===== config.mk =====
export PLATFORM = sky130hd
export DESIGN_NAME = tof_cfg_regs
export DESIGN_NICKNAME = d
export VERILOG_FILES = /design/src/design/tof_edge_detect.v /design/src/design/tof_cfg_regs.v
export VERILOG_INCLUDE_DIRS = /design/src /design/src/common
export SDC_FILE = /design/constraint.sdc
export NUM_CORES = 1
export LEC_CHECK = 0
export ABC_AREA = 1
export CAP_MARGIN = 20
export CORE_ASPECT_RATIO = 0.7
export CORE_MARGIN = 8
export CORE_UTILIZATION = 30
export DETAILED_ROUTE_END_ITERATION = 8
export DONT_BUFFER_PORTS = 1
export MAX_ROUTING_LAYER = met4
export PLACE_DENSITY = 0.48
export REMOVE_ABC_BUFFERS = 1
export SYNTH_ARGS = -nofsm -noshare
export SYNTH_HDL_FRONTEND = slang
export SYNTH_SLANG_ARGS = --single-unit

===== constraint.sdc =====
create_clock -name core_clk_i -period 1.4 [get_ports core_clk_i]
set_input_delay 0.07 -clock core_clk_i [delete_from_list [all_inputs] [get_ports core_clk_i]]
set_output_delay 0.07 -clock core_clk_i [all_outputs]
set_load 0.02 [all_outputs]

===== src/common/tof_cfg_consts.vh =====
// Functional notes
// - interrupt raised when any enabled source fires and its irq mask bit is set: timeout bit31, end-hits bit30, alu bit29.
// - end of nonvolatile memory action is a further source, enabled by word 6 bit 21.
// - per stop channel, edge bit clear gives one edge, set gives both edges.
// - three stop gate delay values held, hits one to three of channel 1.
// - each delay is unsigned 14.5 fixed point in reference clock periods.
// - with error option on, a timeout makes the result read 0fffffff.
// - timeout predivider codes 0..3 give 64, 256, 1024, 4096 us at 4 MHz.
// - output config: bit31 both outputs, downstream inverted; bit30 up; bit29 down.
// - start noise bit set switches on the start channel noise unit.
// - phase noise unit active when its disable bit is zero.
// - three-bit field sets fire sequence repetitions, zero to seven.
// - per pulse phase field, one bit per pulse, up to 15 pulses.
// - phase bit zero no inversion, one inverts that pulse.
// - low eight bits of each word are free storage without effect.
// - analog enable powers analog only during measurement, stops become analog inputs.
`ifndef TOF_CFG_CONSTS_VH
`define TOF_CFG_CONSTS_VH
`define CFG_IDX_W2 4'h2
`define CFG_IDX_W3 4'h3
`define CFG_IDX_W4 4'h4
`define CFG_IDX_W5 4'h5
`define CFG_IDX_W6 4'h6
`define CFG_IDX_IRQ_STAT 4'h8
`define CFG_IDX_IRQ_MASK 4'h9
`define CFG_RST_W2 32'h20000000
`define CFG_RST_W3 32'h18000000
`define CFG_RST_W4 32'h20000000
`define CFG_RST_W5 32'h00000000
`define CFG_RST_W6 32'h00000000
`define F_IRQ_EN_HI 31
`define F_IRQ_EN_LO 29
`define F_EDGE2 28
`define F_EDGE1 27
`define F_DELAY_HI 26
`define F_DELAY_LO 8
`define F_ERRVAL 29
`define F_TIMO_HI 28
`define F_TIMO_LO 27
`define F_CONF_HI 31
`define F_CONF_LO 29
`define F_SNOISE 28
`define F_PNOISE_OFF 27
`define F_REP_HI 26
`define F_REP_LO 24
`define F_PH_HI 23
`define F_PH_LO 8
`define F_TAG_HI 7
`define F_W6_NVM_EN 21
`define F_W6_ANALOG 11
`define TIMEOUT_ERR_CODE 32'h0fffffff
`define HS_CLK_MHZ 4
`define TIMO_US_0 64
`define TIMO_US_1 256
`define TIMO_US_2 1024
`define TIMO_US_3 4096
`define TIMO_CYC_0 18'h00100
`define TIMO_CYC_1 18'h00400
`define TIMO_CYC_2 18'h01000
`define TIMO_CYC_3 18'h04000
`endif


===== src/design/tof_edge_detect.v =====
`timescale 1ns/100ps
// stop input synchroniser with single or dual edge detection
module tof_edge_detect
(
   input wire core_clk_i,
   input wire reset_i,
   input wire stop_pin_i,
   input wire both_edges_i,
   input wire falling_sel_i,
   output reg hit_o
);
   reg sync1_q;
   reg sync2_q;
   reg prev_q;
   wire rise;
   wire fall;

   assign rise = sync2_q & ~prev_q;
   assign fall = ~sync2_q & prev_q;

   always @(posedge core_clk_i)
   begin
      if (reset_i)
      begin
         sync1_q <= 1'b0;
         sync2_q <= 1'b0;
         prev_q <= 1'b0;
         hit_o <= 1'b0;
      end
      else
      begin
         sync1_q <= stop_pin_i;
         sync2_q <= sync1_q;
         prev_q <= sync2_q;
         if (both_edges_i)
            hit_o <= rise | fall;
         else
            hit_o <= falling_sel_i ? fall : rise;
      end
   end
endmodule // tof_edge_detect


===== src/design/tof_cfg_regs.v =====
// Chosen here: strobed register access.
`timescale 1ns/100ps
`include "tof_cfg_consts.vh"
module tof_cfg_regs
(
   input wire core_clk_i,
   input wire reset_i,
   input wire [3:0] addr_i,
   input wire [31:0] wdata_i,
   input wire wr_i,
   input wire rd_i,
   output reg [31:0] rdata_o,
   input wire timeout_evt_i,
   input wire end_hits_evt_i,
   input wire alu_done_evt_i,
   input wire nvm_done_evt_i,
   input wire [31:0] alu_result_i,
   input wire measuring_i,
   input wire stop1_pin_i,
   input wire stop2_pin_i,
   input wire stop_falling_sel_i,
   output wire stop1_hit_o,
   output wire stop2_hit_o,
   output reg [31:0] result_o,
   output wire irq_o,
   output wire [18:0] stop_gate_delay_hit_one_o,
   output wire [18:0] stop_gate_delay_hit_two_o,
   output wire [18:0] stop_gate_delay_hit_three_o,
   output reg [17:0] timeout_cycles_o,
   output reg fire_up_en_o,
   output reg fire_down_en_o,
   output reg fire_down_invert_o,
   output wire start_noise_on_o,
   output wire phase_noise_on_o,
   output wire [2:0] fire_repeat_o,
   output wire [14:0] per_pulse_phase_invert_o,
   output wire analog_power_o,
   output wire stops_analog_o
);
   reg [31:0] word2_q;
   reg [31:0] word3_q;
   reg [31:0] word4_q;
   reg [31:0] word5_q;
   reg [31:0] word6_q;
   reg [3:0] irq_stat_q;
   reg [3:0] irq_mask_q;
   reg [31:0] rdata_d;
   wire [3:0] irq_src;
   wire [3:0] irq_clr;
   wire [2:0] irq_en3;
   wire [1:0] timeout_predivider_sel;
   wire timeout_error_code_on;
   wire [2:0] pulse_output_config;
   wire ch1_edge_select;
   wire ch2_edge_select;
   wire [7:0] user_tag_word2;
   wire [7:0] user_tag_word3;
   wire [7:0] user_tag_word4;
   wire [7:0] user_tag_word5;
   wire wr_w2;
   wire wr_w3;
   wire wr_w4;
   wire wr_w5;
   wire wr_w6;
   wire wr_mask;
   wire wr_stat;

   function wr_hit;
      input [3:0] a;
      input [3:0] idx;
      input w;
      begin
         wr_hit = w & (a == idx);
      end
   endfunction

   // delay fields are 14 integer + 5 fraction bits, reference periods
   function [18:0] delay_field;
      input [31:0] w;
      begin
         delay_field = w[`F_DELAY_HI:`F_DELAY_LO];
      end
   endfunction

   // unmapped indices decode to nothing, so their writes fall away
   assign wr_w2 = wr_hit(addr_i, `CFG_IDX_W2, wr_i);
   assign wr_w3 = wr_hit(addr_i, `CFG_IDX_W3, wr_i);
   assign wr_w4 = wr_hit(addr_i, `CFG_IDX_W4, wr_i);
   assign wr_w5 = wr_hit(addr_i, `CFG_IDX_W5, wr_i);
   assign wr_w6 = wr_hit(addr_i, `CFG_IDX_W6, wr_i);
   assign wr_mask = wr_hit(addr_i, `CFG_IDX_IRQ_MASK, wr_i);
   assign wr_stat = wr_hit(addr_i, `CFG_IDX_IRQ_STAT, wr_i);

   always @(posedge core_clk_i)
   begin
      if (reset_i)
      begin
         word2_q <= `CFG_RST_W2;
         word3_q <= `CFG_RST_W3;
         word4_q <= `CFG_RST_W4;
         word5_q <= `CFG_RST_W5;
         word6_q <= `CFG_RST_W6;
         irq_mask_q <= 4'h0;
      end
      else
      begin
         if (wr_w2)
         begin
            word2_q <= wdata_i;
         end
         if (wr_w3)
         begin
            word3_q <= wdata_i;
         end
         if (wr_w4)
         begin
            word4_q <= wdata_i;
         end
         if (wr_w5)
         begin
            word5_q <= wdata_i;
         end
         if (wr_w6)
         begin
            word6_q <= wdata_i;
         end
         if (wr_mask)
         begin
            irq_mask_q <= wdata_i[3:0];
         end
      end
   end

   // config words are write-only on the real part; readback aids software
   always @*
   begin
      rdata_d = 32'h00000000;
      case (addr_i)
         `CFG_IDX_W2: rdata_d = word2_q;
         `CFG_IDX_W3: rdata_d = word3_q;
         `CFG_IDX_W4: rdata_d = word4_q;
         `CFG_IDX_W5: rdata_d = word5_q;
         `CFG_IDX_W6: rdata_d = word6_q;
         `CFG_IDX_IRQ_STAT: rdata_d = {28'h0000000, irq_stat_q};
         `CFG_IDX_IRQ_MASK: rdata_d = {28'h0000000, irq_mask_q};
         default: rdata_d = 32'h00000000;
      endcase
   end

   always @(posedge core_clk_i)
   begin
      if (reset_i)
      begin
         rdata_o <= 32'h00000000;
      end
      else if (rd_i)
      begin
         rdata_o <= rdata_d;
      end
      else
      begin
         rdata_o <= 32'h00000000;
      end
   end

   assign irq_en3 = word2_q[`F_IRQ_EN_HI:`F_IRQ_EN_LO];
   // only enabled sources are captured
   assign irq_src = {nvm_done_evt_i & word6_q[`F_W6_NVM_EN],
                     timeout_evt_i & irq_en3[2],
                     end_hits_evt_i & irq_en3[1],
                     alu_done_evt_i & irq_en3[0]};
   assign irq_clr = wr_stat ? wdata_i[3:0] : 4'h0;

   // set wins over a simultaneous write-one-to-clear
   always @(posedge core_clk_i)
   begin
      if (reset_i)
      begin
         irq_stat_q <= 4'h0;
      end
      else
      begin
         irq_stat_q <= (irq_stat_q & ~irq_clr) | irq_src;
      end
   end

   assign irq_o = |(irq_stat_q & irq_mask_q);

   assign ch2_edge_select = word2_q[`F_EDGE2];
   assign ch1_edge_select = word2_q[`F_EDGE1];

   tof_edge_detect u_edge1
   (
      .core_clk_i(core_clk_i),
      .reset_i(reset_i),
      .stop_pin_i(stop1_pin_i),
      .both_edges_i(ch1_edge_select),
      .falling_sel_i(stop_falling_sel_i),
      .hit_o(stop1_hit_o)
   );

   tof_edge_detect u_edge2
   (
      .core_clk_i(core_clk_i),
      .reset_i(reset_i),
      .stop_pin_i(stop2_pin_i),
      .both_edges_i(ch2_edge_select),
      .falling_sel_i(stop_falling_sel_i),
      .hit_o(stop2_hit_o)
   );

   assign stop_gate_delay_hit_one_o = delay_field(word2_q);
   assign stop_gate_delay_hit_two_o = delay_field(word3_q);
   assign stop_gate_delay_hit_three_o = delay_field(word4_q);

   assign timeout_error_code_on = word3_q[`F_ERRVAL];
   assign timeout_predivider_sel = word3_q[`F_TIMO_HI:`F_TIMO_LO];

   // error code only substitutes when a timeout is the cause
   always @(posedge core_clk_i)
   begin
      if (reset_i)
      begin
         result_o <= 32'h00000000;
      end
      else if (timeout_evt_i & timeout_error_code_on)
      begin
         result_o <= `TIMEOUT_ERR_CODE;
      end
      else if (alu_done_evt_i)
      begin
         result_o <= alu_result_i;
      end
   end

   // timeout expressed in high speed clock cycles
   always @(posedge core_clk_i)
   begin
      if (reset_i)
         timeout_cycles_o <= 18'h00000;
      else
      begin
         case (timeout_predivider_sel)
            2'h0:
            begin
               timeout_cycles_o <= `TIMO_CYC_0;
            end
            2'h1:
            begin
               timeout_cycles_o <= `TIMO_CYC_1;
            end
            2'h2:
            begin
               timeout_cycles_o <= `TIMO_CYC_2;
            end
            default:
            begin
               timeout_cycles_o <= `TIMO_CYC_3;
            end
         endcase
      end
   end

   assign pulse_output_config = word5_q[`F_CONF_HI:`F_CONF_LO];

   // both-mode overrides individual enables
   always @(posedge core_clk_i)
   begin
      if (reset_i)
      begin
         fire_up_en_o <= 1'b0;
         fire_down_en_o <= 1'b0;
         fire_down_invert_o <= 1'b0;
      end
      else
      begin
         case (pulse_output_config)
            3'h0:
            begin
               fire_up_en_o <= 1'b0;
               fire_down_en_o <= 1'b0;
               fire_down_invert_o <= 1'b0;
            end
            3'h1:
            begin
               fire_up_en_o <= 1'b0;
               fire_down_en_o <= 1'b1;
               fire_down_invert_o <= 1'b0;
            end
            3'h2:
            begin
               fire_up_en_o <= 1'b1;
               fire_down_en_o <= 1'b0;
               fire_down_invert_o <= 1'b0;
            end
            // forbidden code: host never writes it, both enables kept
            3'h3:
            begin
               fire_up_en_o <= 1'b1;
               fire_down_en_o <= 1'b1;
               fire_down_invert_o <= 1'b0;
            end
            3'h4:
            begin
               fire_up_en_o <= 1'b1;
               fire_down_en_o <= 1'b1;
               fire_down_invert_o <= 1'b1;
            end
            3'h5:
            begin
               fire_up_en_o <= 1'b1;
               fire_down_en_o <= 1'b1;
               fire_down_invert_o <= 1'b1;
            end
            3'h6:
            begin
               fire_up_en_o <= 1'b1;
               fire_down_en_o <= 1'b1;
               fire_down_invert_o <= 1'b1;
            end
            3'h7:
            begin
               fire_up_en_o <= 1'b1;
               fire_down_en_o <= 1'b1;
               fire_down_invert_o <= 1'b1;
            end
            default:
            begin
               fire_up_en_o <= 1'b0;
               fire_down_en_o <= 1'b0;
               fire_down_invert_o <= 1'b0;
            end
         endcase
      end
   end

   assign start_noise_on_o = word5_q[`F_SNOISE];
   assign phase_noise_on_o = ~word5_q[`F_PNOISE_OFF];
   assign fire_repeat_o = word5_q[`F_REP_HI:`F_REP_LO];
   // bit 23 must be zero, so only 15 pulse bits leave; 1 inverts a pulse
   assign per_pulse_phase_invert_o = word5_q[`F_PH_HI-1:`F_PH_LO];

   assign stops_analog_o = word6_q[`F_W6_ANALOG];
   assign analog_power_o = word6_q[`F_W6_ANALOG] & measuring_i;

   // tags are stored only and steer nothing
   assign user_tag_word2 = word2_q[`F_TAG_HI:0];
   assign user_tag_word3 = word3_q[`F_TAG_HI:0];
   assign user_tag_word4 = word4_q[`F_TAG_HI:0];
   assign user_tag_word5 = word5_q[`F_TAG_HI:0];
endmodule // tof_cfg_regs


==> summary.md, run 1 <==
| Metric | Value |
|---|---|
| Overflow after GRT | 0 |
| Clk Latency, worst-skew pair | 540 ps |
| EDFF count, synth | 0 |
| Startpoint Class | register |
| Commonest cells after routing, fill and taps aside | nand2_1, dfxtp_1, dlygate4sd3_1 |
| CORE AREA | 33,600 um^2 |
| Register Area | 4970 um^2 |
| Setup Skew | 13.0 ps |
| Compound-Gate Fraction of Synth Area | 15.3% |
| Fin nets | 1,561 |
| Initial core utilization | 30.5% |
| Clock-pin transition on the worst setup and hold timing paths | 70 ps |
| Fillers | 3,477 |
| CTS tree | done |
| Largest net degree at the start of global routing | 73 |
| Max-Cap Viols | 0 |
| Gr usage total | 18.6% |
| Initial antenna violation count | 0 |
| Main flop type after synthesis | dfxtp_1 |
| Area of the multi-input gates | 4050 um^2 |
| Root Driver | clkbuf_16 |
| Drt wl/cell | 19.5 um |
| RSZ-0062 raised after global routing | false |
| Largest family of logic cells by synthesized area | simple AND/OR/NAND/NOR gates |
| Crit Path Max Fanout | 3 |
| Total number of vias | 9,595 |
| IO Port Bufs | 0 |
| Sequential cell area fraction in the yosys report | 48.1% |
| Die W | 237 um |
| Worst setup EP type | register |
| Core Util, Final | 39.3% |
| Setup bufs post-CTS | 0 |
| # IOs | 247 |
| Hold WC Path Type | in2reg |
| Final setup fails | 0 |
| Fin worst setup slack | 42.1 ps |
| Post-synth ARST share | 0% |
| Layout cells sized above 1 | 9.30% |
| Ratio of final minimum period to clock period | 97.0% |
| Synth Area in Simple Gates | 22.2% |
| HPWL Detailed | 22.6 mm |
| Post-synth cell types | 23 |
| Total power | 15,300 uW |
| Hold_ws | 30.9 ps |
| Final min period | 1360 ps |
| Critical path start-end classification | reg2reg |
| P_leak | 0.00506 uW |
| Die Span Y | 171 um |
| Clk sinks | 247 |
| Initial DRC Count | 744 |
| Vias in the first global route | 9,569 |
| Max VDD drop | 811 uV |
| Seq cells post-synth | 247 |
| Worst EP arrival | 1840 ps |
| Syn_area_per_cell | 7.43 um^2 |
| Synthesized area | 10,300 um^2 |
| Pre-CTS setup slack | 186 ps |
| Drt first pass iters | 5 |
| Leading cell types by total area after synthesis | dfxtp_1, nand2_1, a21oi_1 |
| DR DRC count | 0 |
| Cell taking the most area after synthesis | dfxtp_1 |
| Final hold violations | 0 |
| Status | finished clean |
| F_max | 0.736 GHz |
| Post-synthesis xor/xnor area fraction | 0% |
| ANT nets after route | 0 |
| P per Cell Area | 1160 nW/um^2 |
| Synthesized instance count | 1,383 |
| Final GP Congestion | 0.757 |
| Num rows | 56 |
| Num CTS Buffers | 27 |
| Final WL | 37.6 mm |
| WP data required | 1880 ps |
| Synth Area in Adders | 0.487% |
| Pins Over Slew Limit | 0 |
| Multiplexer area fraction after synthesis | 0.219% |
| First-pass GRT wire length | 57.8 mm |
| Synth top area share | 48.1% |
| Layout overhead on the synthesized area | 28.5% |
| Synth warn | 0 |
| H-tree Lvls | 1 |
| Most common cell after layout, fill and taps aside | nand2_1 |
| Clock buffer depth | 3 |
| Vias per cell | 4.97 |
| N_diodes | 0 |
| Die area | 40,500 um^2 |
-- report_power, final --
part	total, uW	internal (uW)	leakage (uW)	switching [uW]
registers	7410	7190	0.00201	228
clock network	6730	3810	0.000395	2920
logic	1130	460	0.00266	665
-- layout make-up --
type,count,area share (%)
clock inverters,6,0.322
clock buffers,40,5.87
well taps,435,4.12
multi-input cells,871,30.7
inverters,92,2.62
flip-flops and latches,247,37.6
repair buffers,238,18.8
-- Yosys cell counts (all sizes together) (4+ instances only) --
library cell	n
dfxtp	247
clkbuf	77
nor3	4
nor2	82
a21oi	176
nand3	170
ha	4
inv	91
o211ai	4
a31oi	28
nand2	288
o21ai	98
buf	109
-- through the flow --
step | TNS (ps) | instances | instance area (um^2)
final | 0 | 1929 | 13200
after global routing | 0 | 1929 | 13200
after CTS | 0 | 1929 | 13200
after detailed placement | 0 | 1703 | 10500
after global placement | 0 | 1703 | 10500
after floorplan | -286760 | 1210 | 9270
-- critical path, stage by stage, from the launching register on --
cell           delay [ps]
dfxtp_1               510
nand2_1               110
a21oi_1               140
dlygate4sd3_1         550
-- state kept, by name, indices dropped and copies added (netlist names), 4 cells and up --
signal / count
timeout_cycles_o: 4
result_o: 32
word6_q: 32
word4_q: 32
word2_q: 32
rdata_o: 32
word5_q: 32
irq_stat_q: 4
word3_q: 32
irq_mask_q: 4
-- metal layers --
metal	vias to the layer above	track usage (%)	routed length, um
met3	51	4.55	2680
met5	-	-	0
li1	4619	-	-
met4	0	4.13	724
met2	338	29.2	17100
met1	4587	24.0	17100
-- worst paths after layout --
kind | start | to | slack, ps | depth (start not counted)
setup reg to reg | word4_q[12]$_SDFFE_PP0P_ | word4_q[12]$_SDFFE_PP0P_ | 40 | 3
setup / recovery | word4_q[12]$_SDFFE_PP0P_ | word4_q[12]$_SDFFE_PP0P_ | 40 | 3
hold / removal | wr_i | word2_q[30]$_SDFFE_PP0P_ | 30 | 5
hold reg to reg | word5_q[4]$_SDFFE_PP0P_ | word5_q[4]$_SDFFE_PP0P_ | 440 | 2
-- logic make-up (layout without fill, tap and decap cells) --
group	Yosys count	in the layout
fa+ha+maj	4	4
mux	2	2
simple gates	545	545
flops	247	247
other cells	1	14
buf+inv	278	376
compound gates	306	306
-- timing repair --
action / CTS / global route
endpoints found under the hold margin: 247 / 0
hold buffers: 180 / 0
endpoints found under the setup margin: 0 / 21
gates resized for setup: 0 / 22
Power figures use the tool's default switching activity.
==> run 2, diff against run 1 <==
--- a/config.mk
+++ b/config.mk
@@ -6,7 +6,6 @@
 export SDC_FILE = /design/constraint.sdc
 export NUM_CORES = 1
 export LEC_CHECK = 0
-export ABC_AREA = 1
 export CAP_MARGIN = 20
 export CORE_ASPECT_RATIO = 0.7
 export CORE_MARGIN = 8
==> run 2 against run 1 <==
Against the previous run: wire length up 1.2%; clock skew down 5.8 ps; power up 4.6%.
==> summary.md, run 2 <==
| Metric | Value |
|---|---|
| Clk sinks | 247 (unchanged) |
| P per Cell Area | 1130 nW/um^2 (-2.3%) |
| Post-synth ARST share | 0% (unchanged) |
| Worst setup EP type | register |
| Sw Pwr | 3750 uW (-1.6%) |
| Die Span Y | 172 um (+0.68%) |
| Root Driver | clkbuf_16 |
| Cell internal pwr | 12,200 uW (+6.7%) |
| Switch share | 23.5% (-1.5 points) |
| Num CTS Buffers | 27 (unchanged) |
| Critical path start-end classification | reg2reg |
| Total number of vias | 9,175 (-4.4%) |
| Initial antenna violation count | 0 (unchanged) |
| Family with the most delay on the worst path | buffers and inverters |
| Max VDD drop | 934 uV (+15%) |
| CP Buf/Inv Count | 1 (unchanged) |
| Syn_area_per_cell | 8.49 um^2 (+14%) |
| Largest net degree at the start of global routing | 146 (+100%) |
| Commonest cells after routing, fill and taps aside | nand2_1, dlygate4sd3_1, a21oi_1 |
| Drt first pass iters | 5 (unchanged) |
| DR DRC count | 0 (unchanged) |
| HPWL Detailed | 21.4 mm (-5.0%) |
| CTS tree | done |
| Synth top area share | 47.4% (-0.72 points) |
| Final WL | 38.1 mm (+1.2%) |
| Sequential cell area fraction in the yosys report | 47.4% (-0.72 points) |
| Final setup fails | 0 (unchanged) |
| Final GP Congestion | 0.741 (-2.1%) |
| Core Util, Final | 41.0% (+1.8 points) |
| Gr usage total | 18.4% (-0.21 points) |
| Post-synth cell types | 44 (+91%) |
| Fin nets | 1,478 (-5.3%) |
| Pins Over Slew Limit | 0 (unchanged) |
| Vias in the first global route | 9,272 (-3.1%) |
| Max-Cap Viols | 0 (unchanged) |
| Most common cell after layout, fill and taps aside | nand2_1 |
| Overflow after GRT | 0 (unchanged) |
| IO Port Bufs | 0 (unchanged) |
| Initial DRC Count | 694 (-6.7%) |
| Crit Path Max Fanout | 3 (unchanged) |
| Ratio of final minimum period to clock period | 96.7% (-0.27 points) |
| Leading cell types by total area after synthesis | dfxtp_1, nand2_1, a21oi_1 |
| Num rows | 57 (+1.8%) |
| Hold WC Path Type | in2reg |
| Status | finished clean |
| Die W | 239 um (+0.70%) |
| Setup Skew | 7.12 ps (-5.83 ps) |
| Die area | 41,100 um^2 (+1.4%) |
| WP data required | 1890 ps (about the same) |
| Clk Latency, worst-skew pair | 540 ps (about the same) |
| Combinational power share | 7.2% (-0.2 points) |
| Cell taking the most area after synthesis | dfxtp_1 |
| Main flop type after synthesis | dfxtp_1 |
| F_max | 0.739 GHz (+0.28%) |
| Layout overhead on the synthesized area | 35.5% |
| Seq cells post-synth | 247 (unchanged) |
| Initial core utilization | 30.3% (-0.27 points) |
| P_leak | 0.00543 uW (+7.3%) |
| Clock-pin transition on the worst setup and hold timing paths | 60 ps (about the same) |
| Synthesized instance count | 1,228 (-11%) |
| Commonest cells in the netlist | nand2_1, dfxtp_1, a21oi_1 |
| CP cell instances | nand2_1 > a21oi_1 > dlygate4sd3_1 |
| Synth warn | 0 (unchanged) |
| H-tree Lvls | 1 (unchanged) |
| ANT nets after route | 0 (unchanged) |
| # IOs | 247 (unchanged) |
| EDFF count, synth | 0 (unchanged) |
| Worst EP arrival | 1840 ps (about the same) |
| Clk pwr share | 46.6% (+2.5 points) |
| Synthesized area | 10,400 um^2 (+1.5%) |
| Startpoint Class | register |
| Hold_ws | 36.8 ps (+5.91 ps) |
| Worst path max stage delay | 550 ps (about the same) |
| First-pass GRT wire length | 57.1 mm (-1.1%) |
| Vias per cell | 4.87 (-2.1%) |
| Drt wl/cell | 20.2 um (+3.6%) |
| Layout cells sized above 1 | 14.7% (+5.4 points) |
| Slowest cell on crit path | dlygate4sd3_1 |
| Clock buffer depth | 3 (unchanged) |
| CORE AREA | 34,400 um^2 (+2.4%) |
| Count leader, synth | nand2_1 |
| Final hold violations | 0 (unchanged) |
| Final min period | 1350 ps (-3.84 ps) |
| Sequential power share | 46.2% (-2.3 points) |
-- run 2: cell types whose count changed after synthesis, sizes merged, moves of 37 or more --
| cell | previous run | this run |
|---|---|---|
| a21oi | 176 | 218 |
| clkbuf | 77 | 40 |
| o21ai | 98 | 0 |
| inv | 91 | 6 |
| nand3 | 170 | 12 |
| mux2 | 2 | 59 |
| nor2 | 82 | 16 |
| nand2 | 288 | 356 |
-- run 2: cell families after synthesis --
kind of cell	count (synthesis)	synth area share (%)
other cells	1	0.0360
compound gates	270	14.4
flops	247	47.4
fa+ha+maj	4	0.480
buf+inv	184	10.8
simple gates	429	17.3
mux	93	9.63
-- run 2: worst paths after layout --
check,cells after the start,to,startpoint,slack (ps)
hold / removal,4,word2_q[7]$_SDFFE_PP0P_,wr_i,40
setup reg to reg,3,word5_q[21]$_SDFFE_PP0P_,word5_q[21]$_SDFFE_PP0P_,50
hold reg to reg,2,word6_q[0]$_SDFFE_PP0P_,word6_q[0]$_SDFFE_PP0P_,450
setup / recovery,3,word5_q[21]$_SDFFE_PP0P_,word5_q[21]$_SDFFE_PP0P_,50
-- run 2: per-layer routing --
layer / share of wire, % / vias up / GRT usage, %
met5: 0 / - / -
met4: 1.8 / 0 / 3.57
met3: 8.6 / 45 / 5.18
met2: 45 / 324 / 28.7
met1: 44 / 4467 / 23.7
li1: - / 4339 / -
-- run 2: layout make-up --
type,instances,area [um^2]
multi-input cells,810,4460
repair buffers,302,3170
clock buffers,39,761
inverters,6,22.5
fillers,3428,20300
clock inverters,7,135
diodes,1,2.50
well taps,472,591
flip-flops and latches,247,4990
-- run 2: per-stage QoR --
stage          worst slack, ps  TNS, ps  instance area [um^2]  total power, uW  std cells
6_report                  45.9        0                 14100            16000       1884
5_1_grt                  -18.3    -18.3                 14100            16600       1883
4_1_cts                   30.8        0                 14000            16100       1881
3_5_place_dp               119        0                 10500             8080       1581
3_3_place_gp               141        0                 10500             8080       1581
2_1_floorplan             -833   -50120                  9380             7860       1063
-- run 2: repair_timing --
action,CTS,global route
endpoints found under the setup margin,2,73
setup buffers,0,0
hold buffers,254,1
gates resized for setup,3,44
gates cloned,0,1
endpoints found under the hold margin,247,2
-- run 2: power by group through the flow --
stage | sequential, uW | clock, uW | combinational [uW]
2_1_floorplan | 7500 | 0 | 366
3_3_place_gp | 7530 | 0 | 550
3_5_place_dp | 7530 | 0 | 556
4_1_cts | 7370 | 7630 | 1120
5_1_grt | 7390 | 7920 | 1240
6_report | 7380 | 7440 | 1160
-- run 2: tightest hold or removal path: cells and delay by family --
kind            cells  cell delay (ps)
compound gates      1               50
simple gates        2              160
buf+inv             1              230
